--- config.mk ---
export PLATFORM = sky130hd
export DESIGN_NAME = video_encoder_control_regs
export DESIGN_NICKNAME = d
export VERILOG_FILES = /design/src/core/enc_ctrl_pkg.sv /design/src/core/video_encoder_control_regs.sv
export SDC_FILE = /design/constraint.sdc
export NUM_CORES = 1
export LEC_CHECK = 0
export ABC_AREA = 1
export BUFFER_PORTS_ARGS = -buffer_cell sky130_fd_sc_hd__buf_2
export CAP_MARGIN = 15
export CORE_ASPECT_RATIO = 0.75
export CORE_MARGIN = 10
export CORE_UTILIZATION = 30
export CTS_CLUSTER_DIAMETER = 30
export DETAILED_ROUTE_END_ITERATION = 8
export GPL_TIMING_DRIVEN = 0
export HOLD_SLACK_MARGIN = 0.15
export MAX_ROUTING_LAYER = met4
export PLACE_DENSITY = 0.45
export SETUP_SLACK_MARGIN = 0.15
export SLEW_MARGIN = 15
export SYNTH_ARGS = -nofsm -noshare
export SYNTH_HDL_FRONTEND = slang
export SYNTH_SLANG_ARGS = --single-unit
--- constraint.sdc ---
create_clock -name clk -period 9.7 [get_ports clk]
set_input_delay 0.485 -clock clk [delete_from_list [all_inputs] [get_ports clk]]
set_output_delay 0.485 -clock clk [all_outputs]
set_load 0.03 [all_outputs]
--- src/core/enc_ctrl_pkg.sv ---
// constants, types and register map of the encoder control bank
// Operation
// - long vsync set in slave mode: vsync input held 2.5 lines PAL, 3 NTSC
// - long vsync set in master mode: vsync output lasts 3 lines NTSC, 2.5 PAL
// - pedestal bit adds pedestal to NTSC composite; ignored in PAL
// - filter bit set applies separate filter outside active video
// - writing 1 to sleep bit enters low power sleep
// - serial bus registers stay readable and writable during sleep
// - sleep ends when bit written 0 or reset asserted
// - timing bit 0 picks master or slave; bits 2..1 pick timing mode
// - timing bit 3 decides whether blank input is used in slave mode
// - two-bit luma delay field adds 74 ns per step; the code adds one 100 ns clock per step
// - port bit picks 8 or 16 bit pixels; 8-bit uses low pins only
// - timing reset bit written 0, 1, 0 resets timing counters
// - sync shape bits 1..0 hsync width; bits 3..2 hsync to vsync position
// - bits 5..4 hsync to field edge in mode 1, vsync width in mode 2
// - bits 7..6 shift hsync against pixel data in master and slave
// - four bytes form 32-bit subcarrier increment driving phase accumulator
// - lowest subcarrier byte resets to 16h
// - phase register offsets subcarrier phase, 1.41 degrees per bit
// - two even-field and two odd-field caption data byte registers
// - per-line bits remove pedestal in NTSC, enable teletext in PAL
package enc_ctrl_pkg;
  // register subaddresses
  localparam logic [4:0] SUB_POWER = 5'h04;
  localparam logic [4:0] SUB_TIMING = 5'h07;
  localparam logic [4:0] SUB_SYNC = 5'h08;
  localparam logic [4:0] SUB_SUBCARRIER_FREQ_BYTE_0 = 5'h09;
  localparam logic [4:0] SUB_SUBCARRIER_FREQ_BYTE_3 = 5'h0c;
  localparam logic [4:0] SUB_PHASE = 5'h0d;
  localparam logic [4:0] SUB_CAPE0 = 5'h0e;
  localparam logic [4:0] SUB_CAPO0 = 5'h10;
  localparam logic [4:0] SUB_LINE0 = 5'h12;
  localparam logic [4:0] SUB_LAST = 5'h15;
  // bits of the power mode register
  localparam int LONG_VSYNC_BIT = 3;
  localparam int PEDESTAL_BIT = 4;
  localparam int FILTER_BIT = 5;
  localparam int SLEEP_BIT = 6;
  localparam int RESERVED_BIT = 7;
  // bits of the timing register
  localparam int MASTER_BIT = 0;
  localparam int MODE_LSB = 1;
  localparam int BLANK_BIT = 3;
  localparam int LUMA_LSB = 4;
  localparam int PORT_BIT = 6;
  localparam int TRESET_BIT = 7;
  // reset values
  localparam logic [7:0] RST_DEFAULT = 8'h00;
  localparam logic [7:0] RST_SUBCARRIER_FREQ_BYTE_0 = 8'h16;
  // vsync length in half lines when long vsync is chosen
  localparam logic [2:0] VS_HALF_PAL = 3'h5;
  localparam logic [2:0] VS_HALF_NTSC = 3'h6;
  // luma delay step, figure in ns and derived clock count
  localparam int CLK_PERIOD_NS = 100;
  localparam int LUMA_STEP_NS = 74;
  localparam int LUMA_STEP_RAW = (LUMA_STEP_NS + CLK_PERIOD_NS - 1) / CLK_PERIOD_NS;
  localparam logic [1:0] LUMA_STEP_CYC = 2'(LUMA_STEP_RAW < 1 ? 1 : LUMA_STEP_RAW);
  // timing mode codes
  localparam logic [1:0] TMODE_1 = 2'h1;
  localparam logic [1:0] TMODE_2 = 2'h2;
  // serial bus engine states
  typedef enum logic [2:0] {
    ST_IDLE, ST_ADDR, ST_SUB, ST_WDATA, ST_ACK, ST_TX, ST_MACK
  } bus_state_t;
  // sync timing configuration
  typedef struct packed {
    logic master;
    logic [1:0] timing_mode;
    logic blank_use;
    logic [1:0] hsync_width;
    logic [1:0] hsync_to_vsync_offset;
    logic [1:0] field_edge_offset;
    logic [1:0] vsync_width;
    logic [1:0] hsync_pixel_align;
  } sync_cfg_t;
  // per-line blanking masks
  typedef struct packed {
    logic [15:0] even_pedestal_line_mask;
    logic [15:0] odd_pedestal_line_mask;
    logic [15:0] even_teletext_line_mask;
    logic [15:0] odd_teletext_line_mask;
  } line_masks_t;
endpackage : enc_ctrl_pkg

--- src/core/video_encoder_control_regs.sv ---
// control register bank of the video encoder behind the two-wire serial bus
module video_encoder_control_regs #(
  parameter logic [6:0] DEV_ADDR = 7'h2a // arbitrary bus address
) (
  // clock and reset
  input wire logic clk,
  input wire logic rst,
  // two-wire serial bus, open drain data
  input wire logic scl_in,
  input wire logic sda_in,
  output logic sda_out,
  output logic sda_oe,
  // video standard and pixel input
  input wire logic pal_mode,
  input wire logic [15:0] pixel_in,
  output logic [15:0] pixel_data,
  // timing controls
  output enc_ctrl_pkg::sync_cfg_t sync_cfg,
  output logic long_vsync_select,
  output logic [2:0] vsync_half_lines,
  output logic timing_counter_reset,
  output logic [3:0] luma_delay_cycles,
  // output shaping and power
  output logic pedestal_on,
  output logic blank_filter_on,
  output logic sleep,
  // subcarrier
  output logic [31:0] subcarrier_increment,
  output logic [7:0] subcarrier_phase,
  // caption and line data
  output logic [15:0] even_caption_data,
  output logic [15:0] odd_caption_data,
  output enc_ctrl_pkg::line_masks_t line_masks
);

  ////////////////////////////////////////////////////////////////////////////
  // functions

  // mapped subaddresses answer; all others read zero and drop writes
  function automatic logic mapped(input logic [4:0] a);
    mapped = (a == enc_ctrl_pkg::SUB_POWER) ||
             (a >= enc_ctrl_pkg::SUB_TIMING && a <= enc_ctrl_pkg::SUB_LAST);
  endfunction : mapped

  function automatic logic [7:0] reset_value(input logic [4:0] a);
    reset_value = (a == enc_ctrl_pkg::SUB_SUBCARRIER_FREQ_BYTE_0) ? enc_ctrl_pkg::RST_SUBCARRIER_FREQ_BYTE_0
                                                 : enc_ctrl_pkg::RST_DEFAULT;
  endfunction : reset_value

  ////////////////////////////////////////////////////////////////////////////
  // pin synchronisers and bus events

  logic scl_m, scl_s, scl_d;
  logic sda_m, sda_s, sda_d;

  // two flops on each bus pin, then one more stage for edge detection
  always_ff @(posedge clk or posedge rst) begin
    if (rst) begin
      {scl_m, scl_s, scl_d} <= 3'h7;
      {sda_m, sda_s, sda_d} <= 3'h7;
    end else begin
      {scl_m, scl_s, scl_d} <= {scl_in, scl_m, scl_s};
      {sda_m, sda_s, sda_d} <= {sda_in, sda_m, sda_s};
    end
  end

  wire scl_rise = scl_s & ~scl_d;
  wire scl_fall = ~scl_s & scl_d;
  wire bus_start = scl_s & scl_d & sda_d & ~sda_s;
  wire bus_stop = scl_s & scl_d & ~sda_d & sda_s;

  ////////////////////////////////////////////////////////////////////////////
  // serial bus engine

  enc_ctrl_pkg::bus_state_t st_r, st_nxt, after_r, after_nxt;
  logic [3:0] cnt_r, cnt_nxt;
  logic [7:0] shreg_r, shreg_nxt;
  logic [4:0] sub_r, sub_nxt;
  logic oe_r, oe_nxt;
  logic rw_r, rw_nxt;
  logic nack_r, nack_nxt;
  logic [7:0] rd_byte;

  // a byte is complete on the falling clock after its eighth bit
  wire byte_done = scl_fall && (cnt_r == 4'h8);
  // registers work in sleep as well, nothing here looks at sleep
  wire wr_stb = byte_done && (st_r == enc_ctrl_pkg::ST_WDATA);

  // next state of the bus engine
  always_comb begin
    st_nxt = st_r;
    after_nxt = after_r;
    cnt_nxt = cnt_r;
    shreg_nxt = shreg_r;
    sub_nxt = sub_r;
    oe_nxt = oe_r;
    rw_nxt = rw_r;
    nack_nxt = nack_r;
    if (bus_start) begin
      st_nxt = enc_ctrl_pkg::ST_ADDR;
      cnt_nxt = 4'h0;
      oe_nxt = 1'b0;
    end else if (bus_stop) begin
      st_nxt = enc_ctrl_pkg::ST_IDLE;
      oe_nxt = 1'b0;
    end else begin
      case (st_r)
        enc_ctrl_pkg::ST_ADDR, enc_ctrl_pkg::ST_SUB, enc_ctrl_pkg::ST_WDATA: begin
          if (scl_rise) begin
            shreg_nxt = {shreg_r[6:0], sda_s};
            cnt_nxt = cnt_r + 4'h1;
          end else if (byte_done) begin
            cnt_nxt = 4'h0;
            oe_nxt = 1'b1;
            st_nxt = enc_ctrl_pkg::ST_ACK;
            after_nxt = enc_ctrl_pkg::ST_WDATA;
            if (st_r == enc_ctrl_pkg::ST_ADDR) begin
              rw_nxt = shreg_r[0];
              after_nxt = shreg_r[0] ? enc_ctrl_pkg::ST_TX : enc_ctrl_pkg::ST_SUB;
              if (shreg_r[7:1] != DEV_ADDR) begin
                oe_nxt = 1'b0;
                st_nxt = enc_ctrl_pkg::ST_IDLE;
              end
            end else if (st_r == enc_ctrl_pkg::ST_SUB) begin
              sub_nxt = shreg_r[4:0];
            end else begin
              sub_nxt = sub_r + 5'h01;
            end
          end
        end
        enc_ctrl_pkg::ST_ACK: begin
          if (scl_fall) begin
            oe_nxt = 1'b0;
            st_nxt = after_r;
            if (after_r == enc_ctrl_pkg::ST_TX) begin
              shreg_nxt = rd_byte;
              oe_nxt = ~rd_byte[7];
              sub_nxt = sub_r + 5'h01;
            end
          end
        end
        enc_ctrl_pkg::ST_TX: begin
          if (scl_rise) begin
            cnt_nxt = cnt_r + 4'h1;
          end else if (byte_done) begin
            oe_nxt = 1'b0;
            cnt_nxt = 4'h0;
            st_nxt = enc_ctrl_pkg::ST_MACK;
          end else if (scl_fall) begin
            oe_nxt = ~shreg_r[3'h7 - cnt_r[2:0]];
          end
        end
        enc_ctrl_pkg::ST_MACK: begin
          if (scl_rise) begin
            nack_nxt = sda_s;
          end else if (scl_fall) begin
            if (nack_r) begin
              st_nxt = enc_ctrl_pkg::ST_IDLE;
            end else begin
              st_nxt = enc_ctrl_pkg::ST_TX;
              shreg_nxt = rd_byte;
              oe_nxt = ~rd_byte[7];
              sub_nxt = sub_r + 5'h01;
            end
          end
        end
        default: begin
          oe_nxt = 1'b0;
        end
      endcase
    end
  end

  // bus engine flops
  always_ff @(posedge clk or posedge rst) begin
    if (rst) begin
      st_r <= enc_ctrl_pkg::ST_IDLE;
      after_r <= enc_ctrl_pkg::ST_IDLE;
      cnt_r <= 4'h0;
      shreg_r <= 8'h00;
      sub_r <= 5'h00;
      oe_r <= 1'b0;
      rw_r <= 1'b0;
      nack_r <= 1'b0;
    end else begin
      st_r <= st_nxt;
      after_r <= after_nxt;
      cnt_r <= cnt_nxt;
      shreg_r <= shreg_nxt;
      sub_r <= sub_nxt;
      oe_r <= oe_nxt;
      rw_r <= rw_nxt;
      nack_r <= nack_nxt;
    end
  end

  assign sda_out = 1'b0; // open drain: only ever pulls low
  assign sda_oe = oe_r;

  ////////////////////////////////////////////////////////////////////////////
  // register storage

  logic [7:0] regs_r [0:31];
  logic [7:0] tim_prev_r;
  logic tcr_r;

  // write port; unmapped subaddresses keep their reset zero
  always_ff @(posedge clk or posedge rst) begin
    if (rst) begin
      for (int i = 0; i < 32; i++) begin
        regs_r[i] <= reset_value(5'(i));
      end
    end else if (wr_stb && mapped(sub_r)) begin
      regs_r[sub_r] <= shreg_r;
    end
  end

  // reserved top bit of the power register always reads zero
  wire [7:0] rd_raw = mapped(sub_r) ? regs_r[sub_r] : 8'h00;
  assign rd_byte = (sub_r == enc_ctrl_pkg::SUB_POWER) ? {1'b0, rd_raw[6:0]} : rd_raw;

  // counter reset fires when a written 0 follows a stored 1
  wire tim_wr = wr_stb && (sub_r == enc_ctrl_pkg::SUB_TIMING);
  wire tcr_fire = tim_wr && !shreg_r[enc_ctrl_pkg::TRESET_BIT] &&
                  regs_r[enc_ctrl_pkg::SUB_TIMING][enc_ctrl_pkg::TRESET_BIT];

  always_ff @(posedge clk or posedge rst) begin
    if (rst) begin
      tcr_r <= 1'b0;
    end else begin
      tcr_r <= tcr_fire;
    end
  end

  assign timing_counter_reset = tcr_r;

  ////////////////////////////////////////////////////////////////////////////
  // field decode

  wire [7:0] pwr = regs_r[enc_ctrl_pkg::SUB_POWER];
  wire [7:0] tim = regs_r[enc_ctrl_pkg::SUB_TIMING];
  wire [7:0] shp = regs_r[enc_ctrl_pkg::SUB_SYNC];
  wire [1:0] tmode = tim[enc_ctrl_pkg::MODE_LSB +: 2];
  wire [1:0] luma_field = tim[enc_ctrl_pkg::LUMA_LSB +: 2];
  wire port_wide = tim[enc_ctrl_pkg::PORT_BIT];

  assign sync_cfg.master = tim[enc_ctrl_pkg::MASTER_BIT];
  assign sync_cfg.timing_mode = tmode;
  // blank input honoured only in slave operation
  assign sync_cfg.blank_use = tim[enc_ctrl_pkg::BLANK_BIT] & ~tim[enc_ctrl_pkg::MASTER_BIT];
  assign sync_cfg.hsync_width = shp[1:0];
  assign sync_cfg.hsync_to_vsync_offset = shp[3:2];
  // shared field: meaning depends on timing mode
  assign sync_cfg.field_edge_offset = (tmode == enc_ctrl_pkg::TMODE_1) ? shp[5:4] : 2'h0;
  assign sync_cfg.vsync_width = (tmode == enc_ctrl_pkg::TMODE_2) ? shp[5:4] : 2'h0;
  assign sync_cfg.hsync_pixel_align = shp[7:6];

  // same length governs the driven output and the accepted input
  assign long_vsync_select = pwr[enc_ctrl_pkg::LONG_VSYNC_BIT];
  assign vsync_half_lines = !long_vsync_select ? 3'h0 :
                            pal_mode ? enc_ctrl_pkg::VS_HALF_PAL
                                     : enc_ctrl_pkg::VS_HALF_NTSC;

  assign pedestal_on = pwr[enc_ctrl_pkg::PEDESTAL_BIT] & ~pal_mode;
  assign blank_filter_on = pwr[enc_ctrl_pkg::FILTER_BIT];
  assign sleep = pwr[enc_ctrl_pkg::SLEEP_BIT];
  assign luma_delay_cycles = 4'(luma_field * enc_ctrl_pkg::LUMA_STEP_CYC);

  // caption bytes: low byte at the lower subaddress
  assign even_caption_data = {regs_r[enc_ctrl_pkg::SUB_CAPE0 + 5'h01],
                              regs_r[enc_ctrl_pkg::SUB_CAPE0]};
  assign odd_caption_data = {regs_r[enc_ctrl_pkg::SUB_CAPO0 + 5'h01],
                             regs_r[enc_ctrl_pkg::SUB_CAPO0]};

  // line bits mean pedestal off in NTSC and teletext on in PAL
  wire [15:0] even_lines = {regs_r[enc_ctrl_pkg::SUB_LINE0 + 5'h01],
                            regs_r[enc_ctrl_pkg::SUB_LINE0]};
  wire [15:0] odd_lines = {regs_r[enc_ctrl_pkg::SUB_LAST],
                           regs_r[enc_ctrl_pkg::SUB_LAST - 5'h01]};
  assign line_masks.even_pedestal_line_mask = pal_mode ? 16'h0000 : even_lines;
  assign line_masks.odd_pedestal_line_mask = pal_mode ? 16'h0000 : odd_lines;
  assign line_masks.even_teletext_line_mask = pal_mode ? even_lines : 16'h0000;
  assign line_masks.odd_teletext_line_mask = pal_mode ? odd_lines : 16'h0000;

  // increment bytes assembled least significant first
  assign subcarrier_increment = {regs_r[enc_ctrl_pkg::SUB_SUBCARRIER_FREQ_BYTE_3],
                                 regs_r[enc_ctrl_pkg::SUB_SUBCARRIER_FREQ_BYTE_3 - 5'h01],
                                 regs_r[enc_ctrl_pkg::SUB_SUBCARRIER_FREQ_BYTE_0 + 5'h01],
                                 regs_r[enc_ctrl_pkg::SUB_SUBCARRIER_FREQ_BYTE_0]};

  ////////////////////////////////////////////////////////////////////////////
  // subcarrier accumulator and pixel port

  logic [31:0] acc_r;
  logic [7:0] phase_r;
  logic [15:0] pix_r;

  // accumulator halts in sleep and restarts on a counter reset
  always_ff @(posedge clk or posedge rst) begin
    if (rst) begin
      acc_r <= 32'h0000_0000;
    end else if (tcr_r) begin
      acc_r <= 32'h0000_0000;
    end else if (!sleep) begin
      acc_r <= acc_r + subcarrier_increment;
    end
  end

  // phase offset added to the accumulator top byte
  always_ff @(posedge clk or posedge rst) begin
    if (rst) begin
      phase_r <= 8'h00;
    end else begin
      phase_r <= acc_r[31:24] + regs_r[enc_ctrl_pkg::SUB_PHASE];
    end
  end

  // narrow port takes only the low eight pins
  always_ff @(posedge clk or posedge rst) begin
    if (rst) begin
      pix_r <= 16'h0000;
    end else begin
      pix_r <= port_wide ? pixel_in : {8'h00, pixel_in[7:0]};
    end
  end

  assign subcarrier_phase = phase_r;
  assign pixel_data = pix_r;
endmodule : video_encoder_control_regs

==> results of run 1 <==
==> layout make-up <==
class / count / area [sq um]
well taps: 790 / 988
multi-input cells: 1646 / 7460
flip-flops and latches: 340 / 8520
plain buffers: 273 / 1330
repair buffers: 227 / 1420
clock inverters: 54 / 830
fillers: 6244 / 35700
clock buffers: 101 / 2260
inverters: 219 / 826
==> registers in the layout, summed over array words and instances (netlist names), 3 cells and up <==
name                  cells
acc_r                    32
after_r                   3
cnt_r                     4
even_caption_data        16
even_lines               16
odd_caption_data         16
odd_lines                16
pixel_data               16
pwr                       8
regs_r                  132
shp                       8
shreg_r                   8
st_r                      3
sub_r                     5
subcarrier_increment     32
subcarrier_phase          8
tim                       8
==> per-layer routing <==
metal / wire length, um / vias to the layer above
met2: 28800 / 587
met3: 5320 / 87
met5: 0 / -
met1: 34500 / 8248
met4: 1110 / 0
li1: - / 8356
==> logic make-up after synthesis <==
| kind of cell | share of synthesized area [%] |
|---|---|
| compound gates | 8.91 |
| xor+xnor | 0.580 |
| fa+ha+maj | 3.26 |
| buf+inv | 11.9 |
| flops | 47.0 |
| other cells | 0.0207 |
| simple gates | 28.4 |
==> layout by cell type, fill, tap and decap left out, drive strengths merged, types with 3 or more instances in the layout <==
cell type	synthesis	layout
clkinvlp	0	16
bufinv	0	17
nand4	31	31
nand3	174	174
ha	44	44
clkbuf	177	278
nor3	21	21
dfrtp	331	331
nand3b	5	5
o21bai	5	5
conb	1	3
clkinv	1	18
nand2	894	894
xnor2	4	4
o21ai	226	226
nor2	142	142
dfstp	9	9
dlygate4sd3	0	19
buf	96	304
xor2	8	8
inv	218	222
a21oi	70	70
==> where the power goes <==
| group | internal [mW] | total, mW | switching, mW |
|---|---|---|---|
| Clock | 2.12 | 3.04 | 0.924 |
| Sequential | 1.47 | 1.51 | 0.0433 |
| Combinational | 0.326 | 1.52 | 1.20 |
==> worst max-delay path by stage <==
stage                                end  cells past startpoint  startpoint  slack [ns]
global route        even_caption_data[1]                     13    sub_r[1]        4.55
detailed placement  even_caption_data[0]                     14    sub_r[1]        5.03
CTS                 even_caption_data[1]                     14    sub_r[1]        5.01
global placement               regs_r[1]                      2         rst        2.31
finish              even_caption_data[4]                     13    sub_r[1]        4.81
floorplan                       acc_r[0]                      1         rst        4.68
==> synth_stat cells <==
library cell and count:
a211oi_1 1, a21oi_1 70, a22o_1 2, a22oi_1 1, a31oi_1 1, a32o_1 2, and2_1 1, buf_1 13
buf_2 3, buf_4 80, clkbuf_1 177, clkinv_1 1, conb_1 1, dfrtp_1 331, dfstp_2 9, fa_1 2
ha_1 44, inv_1 217, inv_2 1, nand2_1 894, nand3_1 174, nand3b_1 5, nand4_1 31, nor2_1 142
nor3_1 20, nor3_4 1, nor3b_1 1, nor4_1 1, o211ai_1 1, o21ai_0 225, o21ai_1 1, o21bai_1 5
o22ai_1 1, o31ai_1 2, o41ai_1 1, or2_2 2, xnor2_1 4, xor2_1 8
==> what timing repair did <==
action                                 CTS  global route
gates resized for setup                  0             0
setup endpoints to repair                0             0
hold buffers                            19             0
buffers inserted                         0             0
endpoints found under the hold margin   31             0
==> worst register-to-register path, delay by kind of cell, from the launching register on <==
kind	cells	cell delay, ns
AOI/OAI and AO/OA	2	0.58
adders and majority gates	1	0.47
DFF	1	0.39
buffers and inverters	6	2.61
and+or+nand+nor	4	0.76
==> flow_summary.toml, run 1 <==
[status]
outcome = "completed"

[final_layout]
drive_above_1_share_pct = 15.9
finish.utilization_pct = 39.8
antenna_cells = 0
finalInstanceArea_sq_um = 23600
final_cells = 3650
area_delta_synth_final_pct = 30.4
nNetsFinal = 2857

[drt]
dr.pass1.iters = 5
route.detailed.drc = 0
vias = 17278
first_iter_violations = 1357
vias_per_cell = 4.73
wire_per_inst_um = 19.1
routed_wl_um = 69800
ant_nets = 0

[critical_path]
reg2reg_depth = 13
reg2reg_setup_slack_ns = 4.81
path_cells = "clkbuf_1 > inv_1 > clkbuf_1 > buf_1 > ha_1 > nand2_1 > nand2_1 > nand2_1 > o21ai_1 > buf_4 > nand4_1 > clkbuf_1 > o21ai_0"
crit_required_ns = 10.21
cp_max_fo = 11
cp-start-kind = "register"
crit_type = "register to register"
end_kind = "register"
max_stage_delay_ns = 0.67
cpMaxStageDelayCell = "buf_1"
critPathArrivalTime_ns = 5.41
crit_buf_inv = 6
r2r-end = "even_caption_data[4]"
crit_family = "buffers and inverters"
r2r-start = "sub_r[1]"

[timing]
hold_ws_ns = 0.354
final_hold_viol_count = 0
fmaxAchievable_mhz = 204
maxSlewViolCount = 0
setup_viol = 0
worstMarginPinSlew_ns = 1.01
rsz0062_at_grt = "false"
finalSetupTns_ns = 0
period_needed_ns = 4.89
slew_headroom_pct = 32.4
finalWorstSetupSlack_ns = 4.81
skew_ns = 0.0214
period_share_pct = 50.5

[place]
place_inst = 3476
pre_cts_ws_ns = 5.03
hpwlAfterDp_um = 53500
gp_congestion = 0.903
post_dp_cell_area_sq_um = 20400
numPortBuffers = 196

[global_routing]
grt_pass1_wl_um = 106000
antenna_found_initial = 0
grt_max_degree = 33
grt_usage_pct = 20.0
gr-total-overflow = 0
grt_use_met2_pct = 28.0
grt_util_met3_pct = 4.82
grt_pass1_vias = 16708
top_usage_layer = "met1"
use_met1_pct = 28.6

[floorplanning]
initial_utilization_pct = 30.5
rows = 77
die_w_um = 304
ios = 201
die_h_um = 233
die-area_sq_um = 70700
fp.coreArea_sq_um = 59300

[yosys]
yosys_warnings = 0
synth.avg_cell_area_sq_um = 7.32
synthTopCellsByArea = "dfrtp_1 (46%), nand2_1 (19%), o21ai_0 (6.2%)"
yosysTopAreaCell = "dfrtp_1"
ys_ff_latch = 340
syn-instance-count = 2476
synth.distinct_cells = 38
netlist_area_sq_um = 18100
yosysTopAreaCellShare_pct = 45.7
synth-seq-area-share_pct = 47.0

[flow_run]
cap_violations = 0

[clock_tree]
clk_latency_ns = 0.62
cts_tree = "yes"
cts-htree-levels = 3
cts-root-buf = "clkbuf_16"
cts_buffers = 83
clkTransAtPathRegs_ns = 0.05
cts_sinks = 340
clock_path_buffers = 3

[power]
leakagePower_nw = 12.2
vdd_drop_max_uv = 134
p_per_area_nw_per_um2 = 257
finalPower_mw = 6.07

[min_path]
worstHoldStart = "scl_m"
min_to = "scl_s"
hold_class = "register to register"
worst_hold_path.num_cells = 0
(Power assumes the default switching activity.)
==> run 2, diff against run 1 <==
- ABC_AREA: 1 -> 0
- clock period: 9.7 -> 3.94 ns (I/O delays scaled with it)
==> run 2 against run 1 <==
  * Sequential power grew to 2.5 times the previous value
  * Via count shrank 26%
  * Global-route usage shrank 3.6 points
  * Worst hold slack lost 0.12 ns
  * Power grew 120%
  * Setup slack lost 4.5 ns
  * Sequential share of layout area grew 1.4 points
  * Count of clock-buffer cells in the layout grew 14
  * Combinational power grew 66%
  * Clock skew shrank 0.0092 ns
==> flow_summary.toml, run 2 <==
[drt]
first_iter_violations = 772
vias = 12859
ant_nets = 0
routed_wl_um = 55600
vias_per_cell = 4.83
route.detailed.drc = 0
wire_per_inst_um = 20.9
dr.pass1.iters = 5

[critical_path]
max_stage_delay_ns = 0.51
crit_required_ns = 4.41
end_kind = "register"
critPathArrivalTime_ns = 4.07
crit_family = "simple AND/OR/NAND/NOR gates"
reg2reg_depth = 14
path_cells = "clkbuf_4 > buf_6 > buf_4 > buf_4 > inv_1 > ha_1 > inv_1 > o211ai_1 > a22oi_1 > nor2_1 > a21oi_1 > nor3b_2 > nand2_1 > mux2_2"
cp_num_cells = 14
crit_type = "register to register"
crit_buf_inv = 6
cpMaxStageDelayCell = "nor3b_2"
cp-start-kind = "register"
cp_max_fo = 10

[global_routing]
grt_usage_pct = 16.5
antenna_found_initial = 0
gr-total-overflow = 0
grt_pass1_wl_um = 84600
grt_max_degree = 36
grt_pass1_vias = 12992

[timing]
final_hold_viol_count = 0
finalWorstSetupSlack_ns = 0.342
period_share_pct = 91.3
period_needed_ns = 3.60
fmaxAchievable_mhz = 278
maxSlewViolCount = 0
skew_ns = 0.0122
slew_headroom_pct = 27.1
finalSetupTns_ns = 0
rsz0062_at_grt = "false"
setup_viol = 0
worstMarginPinSlew_ns = 1.08

[final_layout]
top_register = "regs_r"
largest_register_ffs = 136
area_delta_synth_final_pct = 30.8
nNetsFinal = 1876
final_common_cell = "dfrtp_1"
finish.utilization_pct = 39.9
drive_above_1_share_pct = 39.7
final_cell_mix = "dfrtp_1 (335), buf_2 (203), mux2_2 (164)"

[status]
outcome = "completed"

[power]
finalPower_mw = 13.4
vdd_drop_max_uv = 285
p_per_area_nw_per_um2 = 583
leakagePower_nw = 11.4

[yosys]
synthTopCellsByArea = "dfrtp_1 (48%), mux2_2 (10%), mux4_2 (9.2%)"
synth_most_common_cell = "dfrtp_1"
synth.distinct_cells = 78
netlist_area_sq_um = 17600
ys.flop_type = "dfrtp_1"
yosys_warnings = 0
yosysTopAreaCell = "dfrtp_1"
synth.avg_cell_area_sq_um = 11.8
syn-instance-count = 1495
yosysTopAreaCellShare_pct = 47.6
synth-seq-area-share_pct = 48.9
ys_ff_latch = 344
async_reset_ff_share_pct = 100
ys_top_cells_by_count = "dfrtp_1 (335), mux2_2 (164), clkbuf_1 (140), nand2_1 (89), buf_4 (84)"
synth_edf_count = 0

[place]
pre_cts_ws_ns = -0.347
numPortBuffers = 196
hpwlAfterDp_um = 41400
gp_congestion = 0.885

[flow_run]
cap_violations = 0

[clock_tree]
cts_sinks = 344
postCtsSetupRepairBufs = 0
clkTransAtPathRegs_ns = 0.04
cts-root-buf = "clkbuf_16"
cts_tree = "yes"
clk_latency_ns = 0.60
cts_buffers = 84
clock_path_buffers = 3
cts-htree-levels = 3

[floorplanning]
initial_utilization_pct = 30.5
die-area_sq_um = 68900
die_w_um = 300
ios = 201
fp.coreArea_sq_um = 57700
rows = 76
die_h_um = 230

[min_path]
worst_hold_path.num_cells = 2
hold_class = "input port to register"
[run 2: cell count changes in the layout (fill, tap and decap cells not counted), moves of 42 or more]
cell     previous run  this run
nand2_1           894        84
inv_1             216        25
o21ai_0           225        34
nand3_1           174         8
mux2_2              0       164
nor2_1            142        62
mux4_2              0        72
and2_1              1        43
nor2b_1             0        42
[run 2: final cells by class]
class	count	area [sq um]
Timing Repair Buffer	226	1400
Sequential cell	344	8620
Inverter	28	109
Antenna cell	3	7.51
Tap cell	780	976
Fill cell	5546	34700
Clock inverter	41	499
Clock buffer	115	2480
Multi-Input combinational cell	878	7630
Buffer	247	1320
[run 2: cells by family (layout without fill, tap and decap cells)]
| group | Yosys count | in the layout | synth area share (%) |
|---|---|---|---|
| muxes | 246 | 246 | 20.3 |
| adders and majority gates | 46 | 46 | 3.35 |
| AOI/OAI and AO/OA | 217 | 217 | 7.88 |
| other | 1 | 6 | 0.0213 |
| and+or+nand+nor | 337 | 337 | 10.1 |
| xor gates and xnor gates | 29 | 29 | 1.44 |
| buffers and inverters | 275 | 657 | 7.96 |
| DFF | 344 | 344 | 48.9 |
[run 2: worst reg2reg max path: stages, from the launching register on]
cell      delay, ns
dfrtp_1        0.39
clkbuf_4       0.21
buf_6          0.20
buf_4          0.23
buf_4          0.22
inv_1          0.09
ha_1           0.14
inv_1          0.08
o211ai_1       0.11
a22oi_1        0.12
nor2_1         0.14
a21oi_1        0.09
nor3b_2        0.51
nand2_1        0.51
mux2_2         0.43
[run 2: where the power goes]
group	switching, mW	internal, mW	total, mW
sequential	0.151	3.65	3.80
combinational	1.71	0.803	2.52
clock	2.20	4.93	7.12
[run 2: timing repair]
item                       4_1_cts  5_1_grt
hold endpoints to repair        45        0
resized for setup               10        7
setup endpoints to repair      152      120
cloned                           0        0
hold buffers                    19        0
[run 2: path summary, 6_finish.rpt]
path,start,end,slack (ns)
setup / recovery,sub_r[1],shp[4],0.34
hold / removal,pixel_in[7],pixel_data[7],0.24
setup reg to reg,sub_r[1],shp[4],0.34
hold reg to reg,sda_m,sda_s,0.36
max in group asynchronous,rst,pixel_data[11],2.34
min in group asynchronous,rst,pixel_data[1],0.28
[run 2: metal layers]
layer	GRT usage [%]	wire (um)
met1	23.0	26700
met2	24.1	24600
met3	3.36	3070
met4	4.06	1190
met5	-	0
[run 2: stage by stage]
stage               cell area [sq um]  cells  hold slack, ns
floorplan                       17600   1497           0.201
global placement                19600   2473           0.304
detailed placement              19800   2484           0.304
CTS                             23000   2659           0.207
global route                    23000   2659           0.219
finish                          23000   2662           0.238
